**config.mk**
```make
export PLATFORM = sky130hd
export DESIGN_NAME = mcs_memory_checksum_scanner
export DESIGN_NICKNAME = d
export VERILOG_FILES = /design/src/rtl/mcs_pkg.sv /design/src/rtl/mcs_memory_checksum_scanner.sv
export SDC_FILE = /design/constraint.sdc
export NUM_CORES = 1
export LEC_CHECK = 0
export ABC_AREA = 1
export BUFFER_PORTS_ARGS = -buffer_cell sky130_fd_sc_hd__buf_4
export CAP_MARGIN = 5
export CORE_MARGIN = 1.5
export CORE_UTILIZATION = 25
export DETAILED_ROUTE_END_ITERATION = 7
export GPL_TIMING_DRIVEN = 1
export PLACE_DENSITY = 0.4
export SYNTH_ARGS = -nofsm -noshare
export SYNTH_HDL_FRONTEND = slang
export SYNTH_SLANG_ARGS = --single-unit
```
**constraint.sdc**
```tcl
create_clock -name i_clk -period 5.25 [get_ports i_clk]
set_input_delay 0.7875 -clock i_clk [delete_from_list [all_inputs] [get_ports i_clk]]
set_output_delay 0.7875 -clock i_clk [all_outputs]
set_load 0.02 [all_outputs]
```
**src/rtl/mcs_pkg.sv**
```systemverilog
package mcs_pkg;

    // Register indices; the byte address is four times the index.
    localparam logic [1:0] MCS_IDX_CONTROL = 2'h0;
    localparam logic [1:0] MCS_IDX_SELECT  = 2'h1;
    localparam logic [1:0] MCS_IDX_RESULT  = 2'h2;
    localparam logic [1:0] MCS_IDX_DEBUG   = 2'h3;

    // Field positions.
    localparam int MCS_BIT_ENABLE = 0;
    localparam int MCS_BIT_FAILURE_INTERRUPT_ENABLE  = 1;
    localparam int MCS_BIT_RESET  = 7;
    localparam int MCS_BIT_BUSY   = 0;
    localparam int MCS_BIT_OK     = 1;

    // Section selector encodings.
    localparam logic [1:0] MCS_SRC_FLASH   = 2'h0;
    localparam logic [1:0] MCS_SRC_BOOT_PLUS_APP_CODE = 2'h1;
    localparam logic [1:0] MCS_SRC_BOOT    = 2'h2;

    // Checksum presets and polynomials.
    localparam logic [31:0] MCS_CRC_PRESET = 32'hFFFF_FFFF;
    localparam logic [15:0] MCS_POLY16     = 16'h1021;
    localparam logic [31:0] MCS_POLY32     = 32'h04C1_1DB7;

    // Timing counts.
    localparam logic [1:0] MCS_START_DELAY = 2'h3;
    localparam logic [1:0] MCS_WORD_CYCLES = 2'h3;

    typedef enum logic [3:0] {
        MCS_IDLE  = 4'b0001,
        MCS_DELAY = 4'b0010,
        MCS_FETCH = 4'b0100,
        MCS_DONE  = 4'b1000
    } mcs_state_type;

    // Wishbone classic request.
    typedef struct packed {
        logic        cyc;
        logic        stb;
        logic        we;
        logic [3:0]  sel;
        logic [3:0]  adr;
        logic [31:0] dat;
    } mcs_wb_req_type;

    // Fuse-derived configuration.
    typedef struct packed {
        logic        crc32;
        logic        startup_scan;
        logic [1:0]  startup_section;
    } mcs_fuse_type;

endpackage

```
**src/rtl/mcs_memory_checksum_scanner.sv**
```systemverilog
// Chosen here: the Wishbone register port.
`timescale 1ns/100ps
// Behaviour
// - Checksum engine supports CCITT 16-bit and Ethernet 32-bit polynomials.
// - Checksum width comes from the fuse input, never from a register.
// - Running checksum is preset to all ones at every scan start.
// - Bytes processed from section start, MSB first, checksum updated each byte.
// - 16-bit pass needs high byte at end-1, low byte at end.
// - 32-bit checksum: MSB at end, descending to LSB at end-3.
// - Selector picks whole flash, boot plus app, or boot; code three reserved.
// - Scan begins three cycles after enable write; CPU keeps running meanwhile.
// - Active scan owns the flash and stalls the CPU until done.
// - Each fetched 16-bit word takes three clock cycles.
// - Start-up scan runs before CPU release; failure keeps CPU held.
// - A mismatching scan clears the pass flag.
// - Pass flag cleared with interrupt enable raises a sticky NMI request.
// - Interrupt enable set by writing one, cleared only by system reset.
// - Failure interrupt bypasses the CPU global interrupt enable.
// - Sleep freezes scan progress; it resumes on wake.
// - Sleep inside the start delay holds the start until wake.
// - Debugger access suspends; scan restarts on internal access without debugger access.
// - Busy stays one while suspended; internal status reads keep scanner on.
// - While busy, selector and interrupt enable writes are ignored.
// - Debugger pass-zero write may fire NMI; after NMI all writes ignored.
// - Enable stays one after a scan; rewrite one restarts, zero ignored.
// - Reset strobe clears registers a cycle later; idle-only when interrupt enable set.
// - Pass flag reads one before any scan; valid only while not busy.
module mcs_memory_checksum_scanner #(
    parameter int ADDR_W = 17
) (
    input  wire logic                   i_clk,
    input  wire logic                   i_reset,
    input  wire mcs_pkg::mcs_wb_req_type i_wb,
    output logic                        o_wb_ack,
    output logic [31:0]                 o_wb_dat,
    input  wire mcs_pkg::mcs_fuse_type  i_fuse,
    input  wire logic [ADDR_W-1:0]      i_boot_section_last_byte,
    input  wire logic [ADDR_W-1:0]      i_app_code_last_byte,
    input  wire logic [ADDR_W-1:0]      i_flash_last_byte,
    input  wire logic                   i_sleep,
    input  wire logic                   i_debug_access,
    input  wire logic                   i_debug_internal_access,
    input  wire logic                   i_debug_write,
    output logic [ADDR_W-2:0]           o_flash_word_addr,
    output logic                        o_flash_read,
    input  wire logic [15:0]            i_flash_word,
    output logic                        o_cpu_stall,
    output logic                        o_cpu_hold,
    output logic                        o_nmi_request
);
    import mcs_pkg::*;

    ////////////////////////////////////////////////////////////////////////
    // Checksum step of one byte, MSB first.

    function automatic logic [31:0] crc_byte(input logic [31:0] c,
                                             input logic [7:0]  b,
                                             input logic        wide);
        logic [31:0] r;
        logic        fb;
        r = c;
        for (int i = 7; i >= 0; i--) begin
            if (wide) begin
                fb = r[31] ^ b[i];
                r  = {r[30:0], 1'b0} ^ (fb ? MCS_POLY32 : 32'h0000_0000);
            end else begin
                fb = r[15] ^ b[i];
                r  = {16'h0000, r[14:0], 1'b0}
                     ^ {16'h0000, (fb ? MCS_POLY16 : 16'h0000)};
            end
        end
        return r;
    endfunction

    ////////////////////////////////////////////////////////////////////////
    // State.

    mcs_state_type     state;
    mcs_state_type     next_state;
    logic              enable;
    logic              next_enable;
    logic              failure_interrupt_enable;
    logic              next_failure_interrupt_enable;
    logic [1:0]        section;
    logic [1:0]        next_section;
    logic              busy;
    logic              next_busy;
    logic              ok;
    logic              next_ok;
    logic              nmi;
    logic              next_nmi;
    logic              suspended;
    logic              next_suspended;
    logic              boot_scan;
    logic              next_boot_scan;
    logic              boot_pending;
    logic              next_boot_pending;
    logic              reset_pending;
    logic              next_reset_pending;
    logic [1:0]        count;
    logic [1:0]        next_count;
    logic [ADDR_W-1:0] addr;
    logic [ADDR_W-1:0] next_addr;
    logic [31:0]       crc;
    logic [31:0]       next_crc;
    logic              ack;
    logic              next_ack;
    logic [31:0]       rdata;
    logic [31:0]       next_rdata;
    logic [31:0]       stored;
    logic [31:0]       next_stored;
    logic              boot_done_fail;
    logic              next_boot_done_fail;

    logic              access;
    logic              wr;
    logic [7:0]        wbyte;
    logic [ADDR_W-1:0] last_byte;
    logic              hold;
    logic [31:0]       c1;
    logic [31:0]       c2;
    logic [31:0]       residue;

    assign access = i_wb.cyc && i_wb.stb && !ack;
    assign wr     = access && i_wb.we && i_wb.sel[0];
    assign wbyte  = i_wb.dat[7:0];
    // Frozen by sleep or by a debugger access.
    assign hold   = i_sleep || suspended || i_debug_access;

    always_comb begin
        unique case (section)
            MCS_SRC_BOOT_PLUS_APP_CODE: last_byte = i_app_code_last_byte;
            MCS_SRC_BOOT:    last_byte = i_boot_section_last_byte;
            default:         last_byte = i_flash_last_byte;
        endcase
    end

    // For 16-bit, feeding the stored checksum through the engine leaves
    // zero when it matches. For 32-bit the stored bytes sit in reverse
    // order, so they are gathered aside and compared with the running value.
    assign c1 = crc_byte(crc, i_flash_word[15:8], i_fuse.crc32);
    assign c2 = crc_byte(c1, i_flash_word[7:0], i_fuse.crc32);

    ////////////////////////////////////////////////////////////////////////
    // Next-state logic.

    always_comb begin
        next_state         = state;
        next_enable        = enable;
        next_failure_interrupt_enable         = failure_interrupt_enable;
        next_section       = section;
        next_busy          = busy;
        next_ok            = ok;
        next_nmi           = nmi;
        next_suspended     = suspended;
        next_boot_scan     = boot_scan;
        next_boot_pending  = boot_pending;
        next_reset_pending = 1'b0;
        next_count         = count;
        next_addr          = addr;
        next_crc           = crc;
        next_stored        = stored;
        next_ack           = access;
        next_rdata         = 32'h0000_0000;
        residue            = 32'h0000_0000;

        if (i_debug_access && busy) begin
            next_suspended = 1'b1;
        end
        if (i_debug_internal_access && !i_debug_access) begin
            next_suspended = 1'b0;
            // An interrupted fetch starts over from the section's start.
            if (suspended && state == MCS_FETCH) begin
                next_addr   = '0;
                next_count  = 2'h0;
                next_crc    = MCS_CRC_PRESET;
                next_stored = 32'h0000_0000;
            end
        end

        if (boot_pending && i_fuse.startup_scan) begin
            next_boot_pending = 1'b0;
            next_section      = i_fuse.startup_section;
            next_enable       = 1'b1;
            next_busy         = 1'b1;
            next_boot_scan    = 1'b1;
            next_state        = MCS_DELAY;
            next_count        = 2'h0;
        end

        unique case (state)
            MCS_IDLE: begin
            end
            MCS_DELAY: begin
                if (!i_sleep) begin
                    if (count == MCS_START_DELAY - 2'h1) begin
                        next_state = MCS_FETCH;
                        next_count = 2'h0;
                        next_addr  = '0;
                        next_crc   = MCS_CRC_PRESET;
                    end else begin
                        next_count = count + 2'h1;
                    end
                end
            end
            MCS_FETCH: begin
                if (!hold) begin
                    if (count == MCS_WORD_CYCLES - 2'h1) begin
                        next_count = 2'h0;
                        next_addr  = ADDR_W'(addr + ADDR_W'(2));
                        if (i_fuse.crc32
                            && addr + ADDR_W'(3) >= last_byte) begin
                            next_stored = {i_flash_word[7:0],
                                           i_flash_word[15:8],
                                           stored[31:16]};
                        end else begin
                            next_crc = c2;
                        end
                        if (addr + ADDR_W'(1) >= last_byte) begin
                            next_state = MCS_DONE;
                        end
                    end else begin
                        next_count = count + 2'h1;
                    end
                end
            end
            MCS_DONE: begin
                residue = i_fuse.crc32 ? (crc ^ stored)
                                       : {16'h0000, crc[15:0]};
                next_ok    = (residue == 32'h0000_0000);
                next_busy  = 1'b0;
                next_state = MCS_IDLE;
                next_boot_scan = 1'b0;
                if (residue != 32'h0000_0000 && failure_interrupt_enable) begin
                    next_nmi = 1'b1;
                end
            end
            default: next_state = MCS_IDLE;
        endcase

        if (wr && !nmi) begin
            unique case (i_wb.adr[3:2])
                MCS_IDX_CONTROL: begin
                    if (wbyte[MCS_BIT_FAILURE_INTERRUPT_ENABLE] && !busy) begin
                        next_failure_interrupt_enable = 1'b1;
                    end
                    if (wbyte[MCS_BIT_ENABLE]) begin
                        next_enable = 1'b1;
                        next_busy   = 1'b1;
                        next_state  = MCS_DELAY;
                        next_count  = 2'h0;
                    end
                    if (wbyte[MCS_BIT_RESET] && (!failure_interrupt_enable || !busy)) begin
                        next_reset_pending = 1'b1;
                    end
                end
                MCS_IDX_SELECT: begin
                    if (!busy) begin
                        next_section = wbyte[1:0];
                    end
                end
                MCS_IDX_RESULT: begin
                    if (i_debug_write) begin
                        if (!wbyte[MCS_BIT_BUSY]) begin
                            next_busy      = 1'b0;
                            next_state     = MCS_IDLE;
                            next_suspended = 1'b0;
                        end else if (!busy) begin
                            next_busy  = 1'b1;
                            next_state = MCS_DELAY;
                            next_count = 2'h0;
                        end
                        next_ok = wbyte[MCS_BIT_OK];
                        if (!wbyte[MCS_BIT_OK] && failure_interrupt_enable) begin
                            next_nmi = 1'b1;
                        end
                    end
                end
                default: begin
                end
            endcase
        end

        if (reset_pending) begin
            next_enable  = 1'b0;
            next_section = MCS_SRC_FLASH;
            next_busy    = 1'b0;
            next_ok      = 1'b1;
            next_state   = MCS_IDLE;
            next_suspended = 1'b0;
        end
        // An NMI request already raised is never lost to a clear.
        if (nmi) begin
            next_nmi = 1'b1;
        end

        if (access && !i_wb.we) begin
            unique case (i_wb.adr[3:2])
                MCS_IDX_CONTROL: begin
                    next_rdata[MCS_BIT_ENABLE] = enable;
                    next_rdata[MCS_BIT_FAILURE_INTERRUPT_ENABLE]  = failure_interrupt_enable;
                end
                MCS_IDX_SELECT: next_rdata[1:0] = section;
                MCS_IDX_RESULT: begin
                    next_rdata[MCS_BIT_BUSY] = busy;
                    next_rdata[MCS_BIT_OK]   = ok;
                end
                default: begin
                end
            endcase
        end
    end

    ////////////////////////////////////////////////////////////////////////
    // Registers.

    always_ff @(posedge i_clk or posedge i_reset) begin
        if (i_reset) begin
            state         <= MCS_IDLE;
            enable        <= 1'b0;
            failure_interrupt_enable         <= 1'b0;
            section       <= MCS_SRC_FLASH;
            busy          <= 1'b0;
            ok            <= 1'b1;
            nmi           <= 1'b0;
            suspended     <= 1'b0;
            boot_scan     <= 1'b0;
            boot_pending  <= 1'b1;
            reset_pending <= 1'b0;
            count         <= 2'h0;
            addr          <= '0;
            crc           <= MCS_CRC_PRESET;
            stored        <= 32'h0000_0000;
            ack           <= 1'b0;
            rdata         <= 32'h0000_0000;
        end else begin
            state         <= next_state;
            enable        <= next_enable;
            failure_interrupt_enable         <= next_failure_interrupt_enable;
            section       <= next_section;
            busy          <= next_busy;
            ok            <= next_ok;
            nmi           <= next_nmi;
            suspended     <= next_suspended;
            boot_scan     <= next_boot_scan;
            boot_pending  <= next_boot_pending && i_fuse.startup_scan;
            reset_pending <= next_reset_pending;
            count         <= next_count;
            addr          <= next_addr;
            crc           <= next_crc;
            stored        <= next_stored;
            ack           <= next_ack;
            rdata         <= next_rdata;
        end
    end

    ////////////////////////////////////////////////////////////////////////
    // Outputs.

    assign o_wb_ack          = ack;
    assign o_wb_dat          = rdata;
    assign o_flash_word_addr = addr[ADDR_W-1:1];
    assign o_flash_read      = (state == MCS_FETCH) && !hold;
    assign o_cpu_stall       = (state == MCS_FETCH) || (state == MCS_DONE);
    // A failed start-up scan keeps the CPU from running until reset.
    assign o_cpu_hold        = boot_pending || boot_scan
                               || boot_done_fail;
    assign o_nmi_request     = nmi;

    always_comb begin
        next_boot_done_fail = boot_done_fail;
        if (boot_scan && state == MCS_DONE && next_ok == 1'b0) begin
            next_boot_done_fail = 1'b1;
        end
    end
    always_ff @(posedge i_clk or posedge i_reset) begin
        if (i_reset) begin
            boot_done_fail <= 1'b0;
        end else begin
            boot_done_fail <= next_boot_done_fail;
        end
    end

endmodule

```
**Word-level counts from Yosys, hierarchy flattened**

Cells that the tools add are included.

- Output and inout port bits: 53
- Flip-flop bits (word level): 102
- Bits of input ports: 120
- Word-level logic and storage cells: 281

- Equal/unequal tests: 9
- Add/subtract/negate cells: 4
- Reductions and logical operators: 38
- Multiplexer cells: 144
- Order comparisons: 2
- Bitwise logic cells: 66

Operators by type and width:

| operator | number |
|---|---|
| two-way mux 32 bit | 30 |
| XOR 32 x 27 -> 32 bit | 16 |
| two-way mux 27 bit | 16 |
| XOR 16 x 13 -> 16 bit | 16 |
| two-way mux 13 bit | 16 |
| two-way mux 17 bit | 6 |
| one-hot mux 17 bit (2 select lines) | 2 |
| one-hot mux 32 bit (2 select lines) | 1 |
| two-way mux 4 bit | 12 |
| two-way mux 1 bit | 38 |
| adder 17 x 2 -> 17 bit (second input constant) | 2 |
| >= comparator 17 bit | 2 |
| two-way mux 2 bit | 17 |
| logical NOT 32 bit | 1 |
| nonzero test 32 bit | 1 |
| XOR 1 bit | 32 |
| XOR 32 bit | 1 |
| logical AND 1 bit | 19 |
| adder 17 x 1 -> 17 bit (second input constant) | 1 |
| one-hot mux 4 bit (3 select lines) | 1 |
| logical NOT 1 bit | 8 |
| one-hot mux 2 bit (2 select lines) | 2 |
| one-hot mux 4 bit (2 select lines) | 1 |
| == test 2 bit (second input constant) | 3 |
| 13 further kinds | 19 |

**Depth between registers and ports, before layout**

Gate-level depths: netlist of the first run.

- Word-level depth: 68
- Depth in mapped cells: 27
- Mapped depth without buffers: 27

**Least setup slack after synthesis of the first run**

OpenSTA, ideal clock, no wires.

- Path type: register -> register
- From: register section[0]
- To: register crc[14]
- Library setup time: 87 ps
- Data required time: 5,163 ps
- Buffers on the path: 4
- Arrival: 3,225 ps
- Stages on the path, launching flop included: 23
- Path slack: 1,939 ps
- Clock period less this slack: 3,311 ps
- Path through: dfrtp_1 inv_1 ha_1 buf_4 inv_1 clkbuf_1 o21ai_0 ha_1 a21boi_0 o31a_1 nand3_1 a21oi_1 nand3b_1 nand2_1 nand2_1 nand2_1 buf_4 nand2_1 buf_4 clkinv_1 nand2_1 o22ai_1 nand2_1

- Longest elaborated chain between the ends: 8
- Elaborated cells between the ends (all ways): 9
- Classes of those cells: order compare: 1; eq/ne: 2; mux: 5; reduce/logical: 1

Ends and longest elaborated chain:

| what | RTL line | RTL |
|---|---|---|
| start: declaration | mcs_memory_checksum_scanner.sv:84 | `logic [1:0] section;` |
| start signal: assignment | mcs_memory_checksum_scanner.sv:340 | `section <= next_section;` |
| == test 2 bit or == test 2 x 1 -> 1 bit (tied branches) | mcs_memory_checksum_scanner.sv:131 | `unique case (section)` |
| one-hot mux 17 bit (2 select lines) (*) | mcs_memory_checksum_scanner.sv:131 |  |
| >= comparator 17 bit (*) | mcs_memory_checksum_scanner.sv:212 | `&& addr + ADDR_W'(3) >= last_byte) begin` |
| logical AND 1 bit (*) | mcs_memory_checksum_scanner.sv:212 |  |
| two-way mux 32 bit (*) | mcs_memory_checksum_scanner.sv:211 | `if (i_fuse.crc32` |
| two-way mux 32 bit (*) | mcs_memory_checksum_scanner.sv:208 | `if (count == MCS_WORD_CYCLES - 2'h1) begin` |
| two-way mux 32 bit (*) | mcs_memory_checksum_scanner.sv:207 | `if (!hold) begin` |
| one-hot mux 32 bit (2 select lines) (*) | mcs_memory_checksum_scanner.sv:191 | `unique case (state)` |
| named net next_crc[14] | mcs_memory_checksum_scanner.sv:105 | `logic [31:0] next_crc;` |
| end signal: assignment | mcs_memory_checksum_scanner.sv:350 | `crc <= next_crc;` |
| end: declaration | mcs_memory_checksum_scanner.sv:104 | `logic [31:0] crc;` |

The timed path passes the listed nets; every way through them passes the cells marked *.
A chain may end at the register's enable or synchronous reset.

**Worst setup path after layout of the first run**

- From: register addr[6]
- To: register crc[8]

- Longest elaborated chain between the ends: 7

Ends and longest elaborated chain:

| what | RTL line | RTL |
|---|---|---|
| start: declaration | mcs_memory_checksum_scanner.sv:102 | `logic [ADDR_W-1:0] addr;` |
| start signal: assignment | mcs_memory_checksum_scanner.sv:349 | `addr <= next_addr;` |
| adder 17 x 2 -> 17 bit | mcs_memory_checksum_scanner.sv:212 |  |
| >= comparator 17 bit | mcs_memory_checksum_scanner.sv:212 |  |
| logical AND 1 bit | mcs_memory_checksum_scanner.sv:212 |  |
| two-way mux 32 bit | mcs_memory_checksum_scanner.sv:211 |  |
| two-way mux 32 bit | mcs_memory_checksum_scanner.sv:208 |  |
| two-way mux 32 bit | mcs_memory_checksum_scanner.sv:207 |  |
| one-hot mux 32 bit (2 select lines) | mcs_memory_checksum_scanner.sv:191 |  |
| named net next_crc[8] | mcs_memory_checksum_scanner.sv:105 |  |

The timed path passes the listed nets, and every way through them passes these cells.

==> reports/metrics.csv, run 1 <==
metric,value,unit
antenna-violating nets left,0,
Post-synth top flop,dfrtp_1,
# setup viols final,0,
cells along the critical path,"inv_1, nor3_1, inv_1, nor4_1, inv_1, nor2_1, xor2_1, ha_1, a21oi_1, o21ai_0, a41oi_1, nand2_1, nand2_1, inv_1, nor2_1, nand3_1, nand2_1, nand2_1, nand2_1",
post-CTS sizing,0,
DRC violations left,0,
slowest CP cell,nor2_1,
clock-pin slew on the worst setup and hold paths,0.08,ns
CORE AREA,43200,sq um
Synth Instances,1651,
Die ar.,45100,sq um
IO buf count,108,
Post-DP Area,12100,sq um
ratio of cells with drive above 1 in the final layout,15.3,%
routed vias,11100,
WL final,43800,microns
final worst path period share,85.2,%
Synth Area per Inst,6.64,sq um
antenna cells,0,
DPL Wire Length,35300,microns
max_slew headroom,42.2,%
Final min period,4.48,ns
Root Driver,clkbuf_16,
Max clock buf depth,2,
largest net degree at the start of global routing,64,
clock latency on the worst-skew pair,0.38,ns
"commonest non-fill, non-tap cell in the layout",nand2_1,
initial antenna violation count,0,
chip width,212,microns
Hold Crit Class,flip-flop to flip-flop,
Lkg Pwr,6.09,nW
Post-CTS Setup Inserts,0,
grt ovf,0,
RePlAce Congestion,0.890,
Worst Max-Slew Pin Slew,0.866,ns
Post-CTS Hold Buffers,0,
synth unique cells,70,
Multi-input gate area,7130,sq um
maximum VDD drop,129,uV
Post-Place Setup Slack,0.815,ns
first-pass GRT wire length,66100,microns
skew final,0.0138,ns
Post-synth EDFFs,0,
vias in the first global route,10600,
"setup slack, reg-to-reg",0.77,ns
area delta synth->final,12.9,%
Fmax,223,MHz
CP max FO,12,
TNS Setup,0,ns
Worst setup EP type,flip-flop,
DRT iter0 DRCs,862,
Post-Layout Inst Area,12400,sq um
sequential element share of the synthesized area,23.7,%
Slew Limit Fails,0,
Hold Fails Final Rpt,0,
Die H,212,microns
CP startpoint kind,flip-flop,
"flops & latches, synth",102,
Synth async-reset ratio,100,%
Avg WL per Cell,18.9,microns
Post-Syn Area,11000,sq um
Fillers,4868,
yosys warns,0,
Worst EP arrival,4.79,ns
# IOs,173,
setup repair after global routing missed its margin,false,
max incr delay on CP,0.48,ns
"most used cell, CP",nand2_1,
# Max-Cap Violations,0,
status,completed,
GRT Overall Usage,19.6,%
Vias/cell,4.78,
row count,76,
register area,2600,sq um
Final Worst Setup Slack,0.775,ns
Final nets,1879,
TritonRoute pass-1 iters,6,
CTS Sinks,102,
most frequent cells in the layout,"nand2_1 (462), inv_1 (176), nand3_1 (153)",
CTS tree,done,
PwrDens,271,nW/um^2
htree depth,3,
Initial Utilization,25.4,%
CTS buffer count,9,
CP Data Required Time,5.56,ns
CP Class,flip-flop to flip-flop,
## Yosys cell counts (5+ instances only)
master    number  share of area, %
o211ai_1      10              0.68
nor3_1        24               1.1
o21ai_1       15              0.68
inv_2          6              0.21
a221o_1       15               1.4
o22ai_1       15              0.86
buf_4         50               3.4
a31oi_1        9              0.51
xor2_1        81               6.5
nor2_1        79               2.7
nand2_4        7              0.72
a21oi_1       63               2.9
nor2_2         5              0.29
nand3b_1       8              0.55
nor4_1         7              0.40
clkbuf_1      22              0.75
buf_2         12              0.55
nand3_1      153               7.0
dfstp_2       35               8.4
dfrtp_1       67                15
or2_1          5              0.29
ha_1          37               4.2
nand2_2       36               2.1
nand2_1      462                16
inv_1        177               6.1
xnor2_1       21               1.7
o21ai_0      125               5.7
nand3_2       12               1.1
nand4_1       22               1.3
## per-stage QoR
| step | instances | power, mW | util [%] | hold slack (ns) |
|---|---|---|---|---|
| after floorplan | 1681 | 2.19 | - | 0.422 |
| after global placement | 2296 | 2.68 | 28.0 | 0.452 |
| after detailed placement | 2296 | 2.70 | 28.0 | 0.455 |
| after CTS | 2312 | 3.40 | 28.7 | 0.476 |
| after global routing | 2312 | 3.64 | 28.7 | 0.491 |
| final | 2312 | 3.36 | 28.7 | 0.467 |
## worst paths after layout
kind / start / endpoint / cells after the start
worst max-delay path: addr[6]$_DFF_PP0_ / crc[8]$_DFF_PP1_ / 19
worst min-delay path: boot_done_fail$_DFFE_PP0P_ / boot_done_fail$_DFFE_PP0P_ / 2
worst max register to register: addr[6]$_DFF_PP0_ / crc[8]$_DFF_PP1_ / 19
worst min register to register: boot_done_fail$_DFFE_PP0P_ / boot_done_fail$_DFFE_PP0P_ / 2
max in group asynchronous: i_reset / crc[0]$_DFF_PP1_ / 3
min in group asynchronous: i_reset / o_wb_ack$_DFF_PP0_ / 2
## flip-flops by register name (all words and copies together), names as in the netlist, 2 cells and up
register	flops
o_wb_dat	2
state	4
addr	17
stored	32
crc	32
section	2
count	2
## worst max-delay path, delay by kind of cell, from the launching register on
kind / cells / cell delay (ns)
adders and majority gates: 1 / 0.30
buffers and inverters: 4 / 0.72
and+or+nand+nor: 10 / 2.34
DFF: 1 / 0.44
AOI/OAI and AO/OA: 3 / 0.38
xor gates and xnor gates: 1 / 0.22
## where the power goes
group | internal, mW | total [mW] | switching [mW]
combinational | 0.592 | 1.69 | 1.10
sequential | 0.867 | 0.984 | 0.117
clock | 0.338 | 0.682 | 0.344
total | 1.80 | 3.36 | 1.56
## metal layers
metal	share of wire (%)	up-vias	wire, microns	track usage [%]
met5	0	-	0	0
met4	1.7	0	737	4.33
li1	-	5533	-	-
met2	47	254	20600	32.8
met1	46	5235	20100	26.7
met3	5.2	36	2300	2.84
## final cells by class
cell class | count | share of cell area, %
well taps | 585 | 5.91
repair buffers | 123 | 7.46
flip-flops and latches | 102 | 21.0
inverters | 188 | 5.74
multi-input cells | 1298 | 57.6
clock inverters | 6 | 0.374
clock buffers | 10 | 1.93
## cell families after synthesis
family          Yosys count  share of synthesized area, %
other cells               1                        0.0342
mux                       1                        0.0913
simple gates            832                          34.4
xor+xnor                110                          9.64
flops                   102                          23.7
buf+inv                 281                          12.3
fa+ha+maj                37                          4.22
compound gates          287                          15.6
Power figures use the tool's default switching activity.
==> run 2, diff against run 1 <==
--- a/config.mk
+++ b/config.mk
@@ -12,7 +12,8 @@
 export CORE_UTILIZATION = 25
 export DETAILED_ROUTE_END_ITERATION = 7
 export GPL_TIMING_DRIVEN = 1
-export PLACE_DENSITY = 0.4
+export MAX_ROUTING_LAYER = met4
+export PLACE_DENSITY = 0.46
 export SYNTH_ARGS = -nofsm -noshare
 export SYNTH_HDL_FRONTEND = slang
 export SYNTH_SLANG_ARGS = --single-unit
==> run 2 against run 1 <==
Effect of this change: hold slack worse by 0.0030 ns; global-route usage is 0.27 points lower; die area stayed put; non-clock buffer count stayed put; flip-flop and latch count stayed put; cell area is 0.15% higher; wire length is 4.1% lower; sequential power hardly changed; register-to-register slack better by 0.21 ns; combinational power hardly changed; clock skew is 0.0015 ns lower.
==> reports/metrics.csv, run 2 (synthesis gave the netlist of run 1 again) <==
metric,value,unit,change
fin util,28.7,%,+0.044 points
grt ovf,0,,unchanged
DPL Wire Length,34200,microns,-3.0%
Initial Utilization,25.4,%,unchanged
Vias/cell,4.81,,+0.61%
RR Startpoint,addr[10]$_DFF_PP0_,,
most frequent cells in the layout,"nand2_1 (462), inv_1 (176), nand3_1 (153)",,
CP Data Required Time,5.53,ns,-0.03 ns
ratio of cells with drive above 1 in the final layout,15.3,%,unchanged
WHS,0.464,ns,-0.00297 ns
Worst EP arrival,4.55,ns,-0.24 ns
skew final,0.0123,ns,-0.00148 ns
Avg WL per Cell,18.1,microns,-4.1%
final worst path period share,81.2,%,-4.0 points
# IOs,173,,unchanged
initial antenna violation count,0,,unchanged
DRC violations left,0,,unchanged
Fmax,235,MHz,+5.0%
met2 usage,31.5,%,-1.3 points
number of non-filler instances in the completed layout,2312,,unchanged
GRT Overall Usage,19.4,%,-0.27 points
RePlAce Congestion,0.943,,+6.0%
first-pass GRT wire length,64500,microns,-2.4%
Post-DP Area,12100,sq um,unchanged
PwrDens,271,nW/um^2,about the same
R2R cell count,19,,unchanged
Max clock buf depth,2,,unchanged
"setup slack, reg-to-reg",0.99,ns,+0.21 ns
WL final,41900,microns,-4.1%
Fillers,4906,,+0.78%
Post-Layout Inst Area,12400,sq um,+0.15%
Final nets,1879,,unchanged
routed vias,11100,,+0.61%
setup repair after global routing missed its margin,false,,
post-CTS sizing,0,,unchanged
# setup viols final,0,,unchanged
CP max FO,11,,-1
Die H,212,microns,unchanged
CP startpoint kind,flip-flop,,
chip width,212,microns,unchanged
Hold Crit Class,flip-flop to flip-flop,,
vias in the first global route,10700,,+0.65%
antenna-violating nets left,0,,unchanged
Worst Max-Slew Pin Slew,0.903,ns,+0.0367 ns
status,completed,,
Lkg Pwr,6.10,nW,+0.22%
CTS buffer count,9,,unchanged
Multi-input gate area,7130,sq um,unchanged
FF-to-FF End,crc[1]$_DFF_PP1_,,
Final Worst Setup Slack,0.987,ns,+0.212 ns
row count,76,,unchanged
largest net degree at the start of global routing,67,,+4.7%
start point of the critical path,addr[10]$_DFF_PP0_,,
Die ar.,45100,sq um,unchanged
"commonest non-fill, non-tap cell in the layout",nand2_1,,
# Max-Cap Violations,0,,unchanged
hold depth,1,,-1
register area,2600,sq um,unchanged
CTS Sinks,102,,unchanged
GR Util met3,1.57,%,-1.3 points
most used routing layer in global routing,met2,,
hold path endpoint,enable$_DFF_PP0_,,
area delta synth->final,13.0,%,
TritonRoute pass-1 iters,6,,unchanged
placed cell count,2296,,unchanged
GR Util met1,26.1,%,-0.59 points
clock latency on the worst-skew pair,0.37,ns,about the same
TNS Setup,0,ns,unchanged
worst min-delay path startpoint,reset_pending$_DFF_PP0_,,
Post-CTS Setup Inserts,0,,unchanged
DRT iter0 DRCs,869,,+0.81%
Post-Place Setup Slack,1.05,ns,+0.236 ns
Overall Power,3.36,mW,about the same
CP Class,flip-flop to flip-flop,,
htree depth,3,,unchanged
Hold Fails Final Rpt,0,,unchanged
Post-CTS Hold Buffers,0,,unchanged
Root Driver,clkbuf_16,,
clock-pin slew on the worst setup and hold paths,0.08,ns,about the same
max_slew headroom,39.8,%,-2.4 points
Final min period,4.26,ns,-0.212 ns
maximum VDD drop,132,uV,+2.3%
CTS tree,done,,
Slew Limit Fails,0,,unchanged
largest registers,"crc (32), stored (32), addr (17)",,
CORE AREA,43200,sq um,unchanged
antenna cells,0,,unchanged
IO buf count,108,,unchanged
Worst setup EP type,flip-flop,,
-- run 2: cell types whose count changed in the layout (fill, tap and decap cells not counted), sizes merged --
cell,change
inv,+2
clkinvlp,-2
-- run 2: how the worst max path moves through the flow --
stage / end / slack, ns / depth (start not counted)
3_3_place_gp: crc[1]$_DFF_PP1_ / 1.01 / 20
5_1_grt: crc[1]$_DFF_PP1_ / 0.57 / 19
4_1_cts: crc[1]$_DFF_PP1_ / 1.02 / 19
2_1_floorplan: addr[0]$_DFFE_PP0P_ / 1.84 / 1
6_report: crc[1]$_DFF_PP1_ / 0.99 / 19
3_5_place_dp: crc[1]$_DFF_PP1_ / 1.05 / 19
-- run 2: worst max-delay path, stage by stage (launching register included) --
cell and delay (ns):
dfrtp_1 0.50, nand2_1 0.24, nor3_1 0.37, inv_1 0.10, nor2_1 0.18, nand3_1 0.17
nor2_1 0.15, xor2_1 0.09, ha_1 0.30, nand2_1 0.06, inv_1 0.07, nand2_1 0.05
nor4b_1 0.24, nand2_1 0.09, nand2_1 0.20, nand2_1 0.10, nand2_1 0.36, clkinv_1 0.42
o21ai_0 0.39, nand2_1 0.10
-- run 2: metal layers --
| layer | vias up | wire [microns] | part of all wire (%) |
|---|---|---|---|
| li1 | 5532 | - | - |
| met1 | 5294 | 19800 | 47 |
| met4 | 0 | 900 | 2.1 |
| met5 | - | 0 | 0 |
| met2 | 268 | 19700 | 47 |
| met3 | 31 | 1590 | 3.8 |
-- run 2: power breakdown --
group	switching (mW)	internal [mW]
registers	0.117	0.867
logic	1.08	0.591
clock network	0.357	0.349
-- run 2: final cells by class --
| cell class | instances | share of cell area (%) |
|---|---|---|
| Multi-Input combinational cell | 1298 | 57.5 |
| Sequential cell | 102 | 20.9 |
| Timing Repair Buffer | 123 | 7.45 |
| Tap cell | 585 | 5.90 |
| Inverter | 188 | 5.73 |
| Clock buffer | 10 | 1.93 |
| Clock inverter | 6 | 0.525 |
